$ cat config.mk
export PLATFORM = sky130hd
export DESIGN_NAME = glitchless_clock_switch_mux
export DESIGN_NICKNAME = d
export VERILOG_FILES = /design/src/verilog/clock_switch_pkg.sv /design/src/verilog/pin_level_if.sv /design/src/verilog/pin_filter.sv /design/src/verilog/glitchless_clock_switch_mux.sv
export VERILOG_INCLUDE_DIRS = /design/src /design/src/verilog
export SDC_FILE = /design/constraint.sdc
export NUM_CORES = 1
export LEC_CHECK = 0
export BUFFER_PORTS_ARGS = -buffer_cell sky130_fd_sc_hd__buf_2
export CAP_MARGIN = 20
export CORE_UTILIZATION = 50
export CTS_BUF_LIST = sky130_fd_sc_hd__clkbuf_8
export DETAILED_ROUTE_END_ITERATION = 7
export PLACE_DENSITY = 0.68
export SLEW_MARGIN = 20
export SYNTH_ARGS = -nofsm -noshare
export SYNTH_HDL_FRONTEND = slang
export SYNTH_HIERARCHICAL = 1
export SYNTH_SLANG_ARGS = --single-unit
export TNS_END_PERCENT = 1
$ cat constraint.sdc
create_clock -name mclk_i -period 2.4 [get_ports mclk_i]
set_input_delay 0.24 -clock mclk_i [delete_from_list [all_inputs] [get_ports mclk_i]]
set_output_delay 0.24 -clock mclk_i [all_outputs]
set_load 0.005 [all_outputs]
$ cat src/verilog/clock_switch_regs.svh
// Timing counts and pin positions of the glitchless clock switch.
`ifndef CLOCK_SWITCH_REGS_SVH
`define CLOCK_SWITCH_REGS_SVH

`define GCS_N_OUT            8
`define GCS_N_PINS           6
`define GCS_PIN_IN0          0
`define GCS_PIN_IN1          1
`define GCS_PIN_OK0          2
`define GCS_PIN_OK1          3
`define GCS_PIN_SEL          4
`define GCS_PIN_RDP          5
`define GCS_PIN_RESET_VAL    6'h10
`define GCS_HIGH_HOLD_FALLS  3'h2
`define GCS_LOW_HOLD_FALLS   3'h2
`define GCS_MAX_SWITCH_FALLS 5'h11
`define GCS_INIT_CYCLES      16'h0040

`endif

$ cat src/verilog/clock_switch_pkg.sv
// Types shared by the glitchless clock switch.
`default_nettype none
package clock_switch_pkg;
   typedef enum logic [3:0] {
      ST_INIT    = 4'h1,
      ST_FOLLOW  = 4'h2,
      ST_HOLD_HI = 4'h4,
      ST_HOLD_LO = 4'h8
   } switch_state_e;
endpackage
`default_nettype wire

$ cat src/verilog/pin_level_if.sv
// Carrier for filtered pin levels between the filter and the switch.
`timescale 1ns/10ps
`default_nettype none
interface pin_level_if #(parameter int W = 6);
   logic [W-1:0] level;
   modport src (output level);
   modport dst (input level);
endinterface
`default_nettype wire

$ cat src/verilog/pin_filter.sv
// Three-stage pin synchroniser with agreement filter, one per pin.
`timescale 1ns/10ps
`default_nettype none
module pin_filter #(
   parameter int           W       = 6,
   parameter logic [W-1:0] RST_VAL = '0
) (
   input  wire logic         mclk_i,
   input  wire logic         rst_n_i,
   input  wire logic [W-1:0] pins_i,
   pin_level_if.src          lvl
);
   ////////////////////////////////////////////////////////////////////////////
   logic [W-1:0] s1_q;
   logic [W-1:0] s2_q;
   logic [W-1:0] s3_q;
   logic [W-1:0] lvl_q;

   genvar i;
   generate
      for (i = 0; i < W; i++) begin : g_pin
         // A level only counts once two settled stages agree, so a half-resolved
         // sample never reaches the switch logic.
         always_ff @(posedge mclk_i or negedge rst_n_i) begin
            if (!rst_n_i) begin
               s1_q[i]  <= RST_VAL[i];
               s2_q[i]  <= RST_VAL[i];
               s3_q[i]  <= RST_VAL[i];
               lvl_q[i] <= RST_VAL[i];
            end else begin
               s1_q[i] <= pins_i[i];
               s2_q[i] <= s1_q[i];
               s3_q[i] <= s2_q[i];
               if (s2_q[i] == s3_q[i]) begin
                  lvl_q[i] <= s3_q[i];
               end
            end
         end
      end
   endgenerate

   assign lvl.level = lvl_q;
endmodule // pin_filter
`default_nettype wire

$ cat src/verilog/glitchless_clock_switch_mux.sv
// Runt-free 2:1 clock switch with fail-safe hold and eight output copies.
// Notes on behaviour
// - Old clock stuck high: hold output high first.
// - Then drive low for new falls, then follow.
// - Stretched cycle phases exceed half new period.
// - Old clock stuck low: low hold, then follow.
// - Lost amplitude: use last valid registered level.
// - Dead selected input keeps output at stable level.
// - Slowly degrading toggling input passes unfiltered.
// - Power-up init puts switch logic in known state.
// - Delay pin at supply: plain immediate multiplexer.
// - Unconnected select reads high, choosing input one.
// - Healthy clocks: old, low gap, then new.
// - New clock followed within seventeen input cycles.
`timescale 1ns/10ps
`default_nettype none
`include "clock_switch_regs.svh"
module glitchless_clock_switch_mux
   import clock_switch_pkg::*;
(
   input  wire logic                 mclk_i,
   input  wire logic                 rst_n_i,
   input  wire logic                 clock_input_zero_i,
   input  wire logic                 clock_input_one_i,
   input  wire logic                 amp_ok_zero_i,
   input  wire logic                 amp_ok_one_i,
   input  wire logic                 sel_i,
   input  wire logic                 reset_delay_pin_i,
   output logic [`GCS_N_OUT-1:0]     fanout_outputs_o,
   output logic                      switch_busy_o
);
   ////////////////////////////////////////////////////////////////////////////
   pin_level_if #(.W(`GCS_N_PINS)) pins ();

   // The select pin resets high, as an open pin would read.
   pin_filter #(
      .W       (`GCS_N_PINS),
      .RST_VAL (`GCS_PIN_RESET_VAL)
   ) u_filter (
      .mclk_i  (mclk_i),
      .rst_n_i (rst_n_i),
      .pins_i  ({reset_delay_pin_i, sel_i, amp_ok_one_i, amp_ok_zero_i,
                 clock_input_one_i, clock_input_zero_i}),
      .lvl     (pins)
   );

   ////////////////////////////////////////////////////////////////////////////
   switch_state_e          state_q;
   switch_state_e          state_d;
   logic                   cur_sel_q;
   logic                   cur_sel_d;
   logic                   old_sel_q;
   logic                   old_sel_d;
   logic [2:0]             cnt_q;
   logic [2:0]             cnt_d;
   logic [15:0]            init_cnt_q;
   logic                   out_d;
   logic                   last0_q;
   logic                   last1_q;
   logic                   new_prev_q;
   logic [`GCS_N_OUT-1:0]  fan_q;
   logic                   busy_q;

   wire logic [`GCS_N_PINS-1:0] lv = pins.level;
   wire logic eff0       = lv[`GCS_PIN_OK0] ? lv[`GCS_PIN_IN0] : last0_q;
   wire logic eff1       = lv[`GCS_PIN_OK1] ? lv[`GCS_PIN_IN1] : last1_q;
   wire logic eff_cur    = cur_sel_q ? eff1 : eff0;
   wire logic eff_old    = old_sel_q ? eff1 : eff0;
   wire logic sel_lvl    = lv[`GCS_PIN_SEL];
   wire logic bypass     = lv[`GCS_PIN_RDP];
   wire logic sel_chg    = sel_lvl != cur_sel_q;
   wire logic new_fall   = new_prev_q & ~eff_cur;
   wire logic init_done  = init_cnt_q == (`GCS_INIT_CYCLES - 16'h0001);
   wire logic hi_done    = new_fall && (cnt_q == `GCS_HIGH_HOLD_FALLS - 3'h1);
   wire logic lo_done    = new_fall && (cnt_q == `GCS_LOW_HOLD_FALLS - 3'h1);
   wire logic [2:0] cnt_inc = cnt_q + 3'h1;

   // Toggling inputs are not filtered for duty or width: only a lost amplitude
   // freezes the level, so a slowly dying clock may still pass short pulses.
   always_ff @(posedge mclk_i or negedge rst_n_i) begin
      if (!rst_n_i) begin
         last0_q <= 1'b0;
         last1_q <= 1'b0;
      end else begin
         if (lv[`GCS_PIN_OK0]) begin
            last0_q <= lv[`GCS_PIN_IN0];
         end
         if (lv[`GCS_PIN_OK1]) begin
            last1_q <= lv[`GCS_PIN_IN1];
         end
      end
   end

   ////////////////////////////////////////////////////////////////////////////
   always_comb begin
      state_d   = state_q;
      cur_sel_d = cur_sel_q;
      old_sel_d = old_sel_q;
      cnt_d     = cnt_q;
      out_d     = 1'b0;
      case (state_q)
         ST_INIT: begin
            cur_sel_d = sel_lvl;
            old_sel_d = sel_lvl;
            if (init_done) begin
               state_d = ST_FOLLOW;
            end
         end
         ST_FOLLOW: begin
            out_d = eff_cur;
            if (sel_chg) begin
               cur_sel_d = sel_lvl;
               old_sel_d = cur_sel_q;
               cnt_d     = 3'h0;
               if (bypass) begin
                  out_d = sel_lvl ? eff1 : eff0;
               end else if (eff_cur) begin
                  state_d = ST_HOLD_HI;
               end else begin
                  state_d = ST_HOLD_LO;
               end
            end
         end
         ST_HOLD_HI: begin
            out_d = eff_old;
            if (bypass) begin
               state_d = ST_FOLLOW;
            end else if (!eff_old || hi_done) begin
               state_d = ST_HOLD_LO;
               cnt_d   = 3'h0;
               out_d   = 1'b0;
            end else if (new_fall) begin
               cnt_d = cnt_inc;
            end
         end
         ST_HOLD_LO: begin
            // Outside bypass, leaving only on a new-clock falling edge keeps the low phase
            // at least half a period of the new clock.
            if (bypass || lo_done) begin
               state_d = ST_FOLLOW;
            end else if (new_fall) begin
               cnt_d = cnt_inc;
            end
         end
         default: begin
            state_d = ST_INIT;
         end
      endcase
   end

   always_ff @(posedge mclk_i or negedge rst_n_i) begin
      if (!rst_n_i) begin
         state_q    <= ST_INIT;
         cur_sel_q  <= 1'b1;
         old_sel_q  <= 1'b1;
         cnt_q      <= 3'h0;
         new_prev_q <= 1'b0;
         busy_q     <= 1'b1;
      end else begin
         state_q    <= state_d;
         cur_sel_q  <= cur_sel_d;
         old_sel_q  <= old_sel_d;
         cnt_q      <= cnt_d;
         new_prev_q <= cur_sel_d ? eff1 : eff0;
         busy_q     <= state_d != ST_FOLLOW;
      end
   end

   always_ff @(posedge mclk_i or negedge rst_n_i) begin
      if (!rst_n_i) begin
         init_cnt_q <= 16'h0000;
      end else if (state_q == ST_INIT) begin
         init_cnt_q <= init_cnt_q + 16'h0001;
      end
   end

   genvar k;
   generate
      for (k = 0; k < `GCS_N_OUT; k++) begin : g_fan
         always_ff @(posedge mclk_i or negedge rst_n_i) begin
            if (!rst_n_i) begin
               fan_q[k] <= 1'b0;
            end else begin
               fan_q[k] <= out_d;
            end
         end
      end
   endgenerate

   assign fanout_outputs_o = fan_q;
   assign switch_busy_o    = busy_q;

   ////////////////////////////////////////////////////////////////////////////
   logic [4:0] hold_falls_q;
   always_ff @(posedge mclk_i or negedge rst_n_i) begin
      if (!rst_n_i) begin
         hold_falls_q <= 5'h00;
      end else if (state_q == ST_FOLLOW || state_q == ST_INIT) begin
         // Falls seen during initialisation belong to no switchover.
         hold_falls_q <= 5'h00;
      end else if (new_fall && hold_falls_q != 5'h1F) begin
         hold_falls_q <= hold_falls_q + 5'h01;
      end
   end
endmodule // glitchless_clock_switch_mux
`default_nettype wire

# Word level (Yosys, flattened, before mapping)
# Index checks and enable logic that the tools add are counted.
[word_totals]
output_inout_bits = 9
word_cells = 92
inputBits = 8
regBits = 54
[op_classes]
bitwise_logic = 2
n_reduce_logical = 8
muxes = 29
eq_ne = 17
addsub = 2
[op_table]
columns = ["cell", "n"]
rows = [
  ["2-to-1 mux 4 bit", 7],
  ["adder 16 x 1 -> 16 bit (second input constant)", 1],
  ["equality test 16 x 6 -> 1 bit (second input constant)", 1],
  ["one-hot mux 4 bit (4 select lines)", 1],
  ["2-to-1 mux 3 bit", 5],
  ["2-to-1 mux 1 bit", 12],
  ["one-hot mux 3 bit (3 select lines)", 1],
  ["equality test 1 bit", 6],
  ["inequality test 2 bit (second input constant)", 3],
  ["one-hot mux 1 bit (2 select lines)", 3],
  ["equality test 4 x 1 -> 1 bit (second input constant)", 1],
  ["equality test 4 x 2 -> 1 bit (second input constant)", 1],
  ["equality test 4 x 3 -> 1 bit (second input constant)", 1],
  ["equality test 4 bit (second input constant)", 1],
  ["inequality test 4 x 2 -> 1 bit (second input constant)", 1],
  ["AND reduction 4 bit", 1],
  ["adder 3 x 1 -> 3 bit (second input constant)", 1],
  ["equality test 3 x 1 -> 1 bit (second input constant)", 1],
  ["nonzero test 3 bit", 1],
  ["logical OR 1 bit", 2],
  ["AND reduction 2 bit", 1],
  ["nonzero test 2 bit", 1],
  ["bitwise AND 1 bit", 1],
  ["logical AND 1 bit", 1],
  ["3 further kinds", 3],
]

# Longest topological paths before layout
# Gate-level depths: netlist of the first run.
[logic_depth]
ltp_word = 10
mapped_depth = 7
mapped_depth_nobuf = 7

# By module
# The synthesis of the first run kept the hierarchy.
[by_module_without_submodules]
columns = ["mod", "seq_area_each_um2", "n_inst", "area_per_inst_um2", "cells_each"]
rows = [
  ["glitchless_clock_switch_mux", 755.7, 1, 1759.2, 169],
  ["pin_filter", 605.6, 1, 673.1, 30],
]

# Worst setup path before layout of the first run
# OpenSTA, ideal clock, no wires.
[synth_timing]
path_kind = "reg2reg"
from = "reg cur_sel_q"
to = "reg cnt_q[1]"
setup_ns = 0.094
required_ns = 2.306
n_path_buf = 0
path_stages_with_launch = 8
path_slack_ns = 0.454
arrival_ns = 1.852
cell_sequence = "dfstp_2 -> inv_1 -> ha_1 -> nor4b_1 -> nor3_1 -> nor4b_4 -> nor2_1 -> a211oi_1"
[synth_via]
elab_chain_len = 8
elab_cells_between_ends = 15
[synth_rtl]
columns = ["item", "line", "text"]
rows = [
  ["from (decl)", "glitchless_clock_switch_mux.sv:50", "logic cur_sel_q;"],
  ["from (signal assigned)", "glitchless_clock_switch_mux.sv:161", "cur_sel_q <= cur_sel_d;"],
  ["2-to-1 mux 1 bit", "glitchless_clock_switch_mux.sv:67", "wire logic eff_cur = cur_sel_q ? eff1 : eff0;"],
  ["NOT 1 bit", "glitchless_clock_switch_mux.sv:72", "wire logic new_fall = new_prev_q & ~eff_cur;"],
  ["bitwise AND 1 bit", "glitchless_clock_switch_mux.sv:72", ""],
  ["logical AND 1 bit", "glitchless_clock_switch_mux.sv:74, glitchless_clock_switch_mux.sv:75", ""],
  ["logical OR 1 bit", "glitchless_clock_switch_mux.sv:128", "end else if (!eff_old || hi_done) begin"],
  ["2-to-1 mux 3 bit", "glitchless_clock_switch_mux.sv:128", ""],
  ["2-to-1 mux 3 bit", "glitchless_clock_switch_mux.sv:126", "if (bypass) begin"],
  ["one-hot mux 3 bit (3 select lines)", "glitchless_clock_switch_mux.sv:101", "case (state_q)"],
  ["to (signal assigned)", "glitchless_clock_switch_mux.sv:163", "cnt_q <= cnt_d;"],
  ["to (decl)", "glitchless_clock_switch_mux.sv:54", "logic [2:0] cnt_q;"],
]
# Several ways; a longest one is shown, not always the timed one. The select of a mux whose other input is x is not followed.
# A chain may end at the register's enable or synchronous reset.

# Final worst setup path of the first run
# Ends and elaborated chain as after synthesis.

==> qor.yml, run 1 <==
run_status:
  status: "finished, final reports clean"
synth:
  yosysWarnings: 6
  synth_cell_type_count: 48
  async_flop_share_pct: 100
  yosysSeqAreaShare_pct: 56.0
  synth_ff_type: "dfrtp_1"
  syn-num-nets: 212
  avgSynthCellArea_um2: 12.2
  synth_cells: 199
  syn_area_um2: 2430
  synth_area_leader_cell: "dfrtp_1"
  ys_top_cells_by_area: "dfrtp_1, dfstp_2, xnor2_1"
  synth_seq_cells: 54
  synth.top_cell.area_share_pct: 47.3
  synth-edff-count: 0
die:
  ioPinCount: 17
  start_util_pct: 51.8
  rows: 25
  die-area_um2: 5150
  die_h_um: 71.7
  die_w_um: 71.7
  core_area_um2: 4690
global_routing:
  grt_pass1_vias: 1552
  grtUsageTotal_pct: 18.7
  antenna_found_initial: 0
  overflow: 0
  grt_max_degree: 41
  grt_pass1_wl_um: 7260
clock_tree:
  cts.path.max_buffers: 2
  clk_latency_ns: 0.31
  cts_tree: "yes"
  cts_resized: 0
  cts_made_buffers: 5
  cts_setup_buffers: 0
  htreeDepth: 2
  path_clk_slew_ns: 0.10
  clock_sinks: 54
  cts_root_buf: "clkbuf_8"
  ctsHoldBuffers: 0
timing:
  hold_violations: 0
  worst_slew_pin_slew_ns: 0.835
  setup_viol: 0
  fin_crit_sh_pct: 88.8
  max_slew_margin_pct: 44.3
  rsz0062_at_grt: "no"
  setup_ws_ns: 0.269
  fmaxAchievable_ghz: 0.469
  maxSlewViolCount: 0
  final.setup.tns_ns: 0
  fin_skew_ns: 0.0160
  min_period_ns: 2.13
route:
  vias: 1502
  wl_per_cell_um: 15.4
  drt_iter0_markers: 62
  antenna_left: 0
  drc: 0
  vias_per_cell: 5.65
  routed_wl_um: 4100
  first_pass_iters: 4
power:
  power_density_nw_per_um2: 613
  ir_drop_mv: 0.352
  p_leak_nw: 1.11
setup_path:
  crit_type: "flip-flop to flip-flop"
  startpoint_type: "flip-flop"
  cp_max_fo: 9
  worstPathRequired_ns: 2.61
  crit_path_end_kind: "flip-flop"
  crit_arrival_ns: 2.34
place:
  dp_hpwl_um: 2940
  portBuffers: 16
  pre_cts_ws_ns: 0.214
  postPlaceCellArea_um2: 2510
  place.gp.congestion: 0.857
finish:
  drive_gt1_share_pct: 25.5
  antenna_cells: 0
  finish.instance_area_um2: 2600
  nets: 225
  synthToLayoutAreaGrowth_pct: 6.89
flow_run:
  drv_cap: 0
worst_hold_path:
  worstHoldPathType: "primary input to async pin"
-- synthesized netlist by cell type (all sizes together), types with 2 or more instances --
cell    count
dfrtp      46
nand2      17
xnor2      13
buf        11
nor2       11
a21oi       8
dfstp       8
o21ai       7
maj3        6
nand3       6
nor3        6
ha          5
nand2b      5
nand4       5
nor4b       5
inv         4
xor2        4
a211oi      3
nor2b       3
nor4        3
and4        2
mux2        2
mux2i       2
o211ai      2
o22a        2
-- routing by layer --
metal  up-vias  wire, um  global-route usage, %
li1        721         -                      -
met1       751      1950                   24.6
met2        22      1950                   29.5
met3         8       116                   4.36
met4         0        82                   8.50
met5         -         0                      0
-- sequential cells by signal, indices dropped and copies added (netlist names) --
| register | cells |
|---|---|
| cur_sel_q | 1 |
| fanout_outputs_o | 1 |
| state_q | 4 |
| new_prev_q | 1 |
| cnt_q | 3 |
| u_filter/s3_q | 6 |
| u_filter/lvl.level | 6 |
| u_filter/s2_q | 6 |
| last1_q | 1 |
| old_sel_q | 1 |
| init_cnt_q | 16 |
| switch_busy_o | 1 |
| last0_q | 1 |
| u_filter/s1_q | 6 |
-- worst max-delay path, stage by stage (launching register included) --
cell and delay [ns]:
dfstp_2 0.62, inv_1 0.09, ha_1 0.37, nor4b_2 0.24, nor3_1 0.13, nor4b_4 0.28, nor2_1 0.07, a211oi_1 0.24
-- layout by cell type, fill, tap and decap left out, types with 5 or more instances in the layout --
cell type  instances
dfrtp_1           46
xnor2_1           13
nand2_1           16
o21ai_0            7
dfstp_2            8
buf_2             16
clkbuf_8           5
ha_1               5
nand4_1            5
a21oi_1            8
nand3_1            6
maj3_2             6
nor2_1            11
nand2b_1           5
-- cell type report --
type	count	area [um2]
clock buffer	5	68.8
clock inverter	2	11.3
fill	406	2090
inverter	4	15.0
multi-input combinational	129	981
sequential	54	1360
tap	54	67.6
timing repair buffer	18	95.1
-- power by group --
| part | internal [W] | leakage, nW | switching, W |
|---|---|---|---|
| Combinational | 0.0000604 | 0.408 | 0.0000696 |
| Clock | 0.000196 | 0.0414 | 0.000277 |
| Sequential | 0.000955 | 0.664 | 0.0000345 |
-- final timing paths --
kind | slack (ns) | start | depth (start not counted) | endpoint
max | 0.27 | cur_sel_q$_DFF_PN1_ | 7 | cnt_q[1]$_DFFE_PN0P_
min | 0.02 | rst_n_i | 1 | cnt_q[1]$_DFFE_PN0P_
max reg2reg | 0.27 | cur_sel_q$_DFF_PN1_ | 7 | cnt_q[1]$_DFFE_PN0P_
min reg2reg | 0.35 | u_filter/s1_q[5]$_DFF_PN0_ | 0 | u_filter/s2_q[5]$_DFF_PN0_
max in group asynchronous | 1.64 | rst_n_i | 2 | init_cnt_q[8]$_DFFE_PN0P_
min in group mclk_i | 0.03 | clock_input_one_i | 1 | u_filter/s1_q[1]$_DFF_PN0_
-- per-stage QoR --
stage,hold WS (ns),total power [W],std cells,util (%)
floorplan,-0.0556,0.00109,199,-
global placement,0.333,0.00113,259,53.6
detailed placement,0.336,0.00114,259,53.6
CTS,0.0209,0.00162,266,55.3
global route,0.0146,0.00167,266,55.4
finish,0.0213,0.00159,266,55.4
-- kinds of logic (layout without fill, tap and decap cells) --
logic type      after synthesis  after routing  synth area share [%]
fa+ha+maj                    11             11                  5.35
flops                        54             54                  56.0
compound gates               30             30                  8.59
simple gates                 67             67                  18.0
xor+xnor                     17             17                  6.12
buf+inv                      16             29                  3.96
mux                           4              4                  2.06
No activity file was read; power rests on OpenSTA's default activity.
==> run 2: changes to the inputs <==
--- a/config.mk
+++ b/config.mk
@@ -8,6 +8,7 @@
 export LEC_CHECK = 0
 export BUFFER_PORTS_ARGS = -buffer_cell sky130_fd_sc_hd__buf_2
 export CAP_MARGIN = 20
+export CORE_MARGIN = 2
 export CORE_UTILIZATION = 50
 export CTS_BUF_LIST = sky130_fd_sc_hd__clkbuf_8
 export DETAILED_ROUTE_END_ITERATION = 7
==> run 2 against run 1 <==
  * Global-route usage down 2.0 points
  * Critical path depth down 1
  * Maximum frequency down 0.41%
  * Routed wire length down 4.2%
  * Worst setup slack worse by 0.0089 ns
  * Final cell count up 0.75%
  * Core utilization up 0.51 points
  * Hold slack better by 0.015 ns
  * Sequential share of layout area down 0.47 points
  * Largest cell class unchanged
  * Largest power group unchanged
==> qor.yml, run 2 (same netlist as run 1, synthesis figures left out) <==
finish:
  synthToLayoutAreaGrowth_pct: 7.87
  final_common_cell: "dfrtp_1"
  instances_no_fill: 268
  layout_common_cells: "dfrtp_1, nand2_1, buf_2"
  largest_reg_flops: 16
  nets: 226
  multiInputGateArea_um2: 981
  antenna_cells: 0
  final-seq-area_um2: 1360
  fin_util_pct: 55.9
  drive_gt1_share_pct: 25.7
  fill_cells: 375
  top_register: "init_cnt_q"
timing:
  hold_violations: 0
  fin_crit_sh_pct: 89.2
  maxSlewViolCount: 0
  setup_viol: 0
  worst_slew_pin_slew_ns: 0.633
  fin_skew_ns: 0.00599
  fmaxAchievable_ghz: 0.467
  min_period_ns: 2.14
  max_slew_margin_pct: 57.4
  final.setup.tns_ns: 0
  hold-worst-slack_ns: 0.0368
  rsz0062_at_grt: "no"
route:
  routed_wl_um: 3930
  vias_per_cell: 5.62
  vias: 1506
  drc: 0
  antenna_left: 0
  first_pass_iters: 4
  drt_iter0_markers: 114
  wl_per_cell_um: 14.6
die:
  core_area_um2: 4690
  die_w_um: 73.7
  ioPinCount: 17
  start_util_pct: 51.8
  die_h_um: 73.7
  rows: 25
  die-area_um2: 5440
place:
  portBuffers: 16
  place.gp.congestion: 0.802
  dp_hpwl_um: 2890
  dp_cells: 259
setup_path:
  startpoint_type: "flip-flop"
  cp_max_fo: 9
  crit_type: "flip-flop to flip-flop"
  crit_chain: "inv_1, ha_1, nand2b_1, o22a_1, a2111oi_2, a211oi_1"
  worstPathRequired_ns: 2.56
  slowest_delay_ns: 0.61
  crit_arrival_ns: 2.30
  crit_path_end_kind: "flip-flop"
  critPathSlowestCell: "dfstp_2"
clock_tree:
  cts_setup_buffers: 0
  cts_made_buffers: 5
  clk_latency_ns: 0.29
  path_clk_slew_ns: 0.09
  htreeDepth: 2
  cts.path.max_buffers: 2
  cts_root_buf: "clkbuf_8"
  clock_sinks: 54
  cts_tree: "yes"
global_routing:
  antenna_found_initial: 0
  overflow: 0
  grt_max_degree: 46
  grtUsageTotal_pct: 16.7
  grt_pass1_wl_um: 6920
  grt_pass1_vias: 1475
power:
  switching_share_pct: 22.7
  pwr-share-comb_pct: 8.2
  ir_drop_mv: 0.331
  p_seq_share_pct: 61.3
  power_frac_clock_pct: 30.5
  power_density_nw_per_um2: 615
  p_leak_nw: 1.13
  p_sw_w: 0.000367
  p_int_w: 0.00125
flow_run:
  drv_cap: 0
run_status:
  status: "finished, final reports clean"
worst_hold_path:
  worstHoldPathType: "primary input to flip-flop"
run 2: cell count changes in the layout (fill, tap and decap cells not counted):
cell	delta
clkinvlp_4	-1
clkinv_2	+1
clkbuf_8	+1
buf_2	-1
dlygate4sd3_1	+1
buf_4	+1
run 2: worst paths after layout:
path                       slack, ns  cells after the start                                end                        from
max                             0.26                      6               cnt_q[1]$_DFFE_PN0P_         cur_sel_q$_DFF_PN1_
min                             0.04                      1         u_filter/s1_q[4]$_DFF_PN1_                       sel_i
max reg2reg                     0.26                      6               cnt_q[1]$_DFFE_PN0P_         cur_sel_q$_DFF_PN1_
min reg2reg                     0.35                      0         u_filter/s2_q[3]$_DFF_PN0_  u_filter/s1_q[3]$_DFF_PN0_
max in group asynchronous       1.38                      3         init_cnt_q[13]$_DFFE_PN0P_                     rst_n_i
min in group asynchronous       0.47                      2  u_filter/lvl.level[1]$_DFFE_PN0N_                     rst_n_i
run 2: layout make-up:
type	instances	area share, %
clock inverter	2	0.334
inverter	4	0.572
tap	54	2.58
sequential	54	51.9
multi-input combinational	129	37.4
clock buffer	6	3.15
timing repair buffer	19	4.10
run 2: repair_timing:
item	4_1_cts	5_1_grt
setup endpoints to repair	0	1
resized for setup	0	1
endpoints found under the hold margin	0	36
hold buffers	0	1
run 2: power groups by stage:
stage	clock [W]	sequential, W	combinational (W)
4_1_cts	0.000515	0.000989	0.000131
2_1_floorplan	0	0.000995	0.0000941
5_1_grt	0.000546	0.000995	0.000149
3_5_place_dp	0	0.00101	0.000130
6_report	0.000492	0.000989	0.000132
3_3_place_gp	0	0.00100	0.000125
run 2: metrics by stage:
stage               worst slack [ns]  total power [W]  instance area (um2)
detailed placement             0.229          0.00114                 2510
floorplan                      0.454          0.00109                 2430
global route                   0.110          0.00169                 2620
global placement               0.334          0.00113                 2510
CTS                            0.193          0.00164                 2610
finish                         0.260          0.00161                 2620
run 2: critical path: cells and delay by family, from the launching register on:
kind / cells / cell delay [ns]
flip-flops: 1 / 0.61
buffers and inverters: 1 / 0.10
AND/OR/NAND/NOR: 1 / 0.17
AO/OA/AOI/OAI: 3 / 0.76
adder cells (fa/ha/maj): 1 / 0.37
run 2: layer usage:
| metal | vias up | track usage, % | part of all wire [%] |
|---|---|---|---|
| met5 | - | 0 | 0 |
| met1 | 753 | 23.8 | 47 |
| met2 | 21 | 25.0 | 49 |
| met3 | 9 | 2.88 | 2.1 |
| li1 | 723 | - | - |
| met4 | 0 | 7.68 | 2.2 |
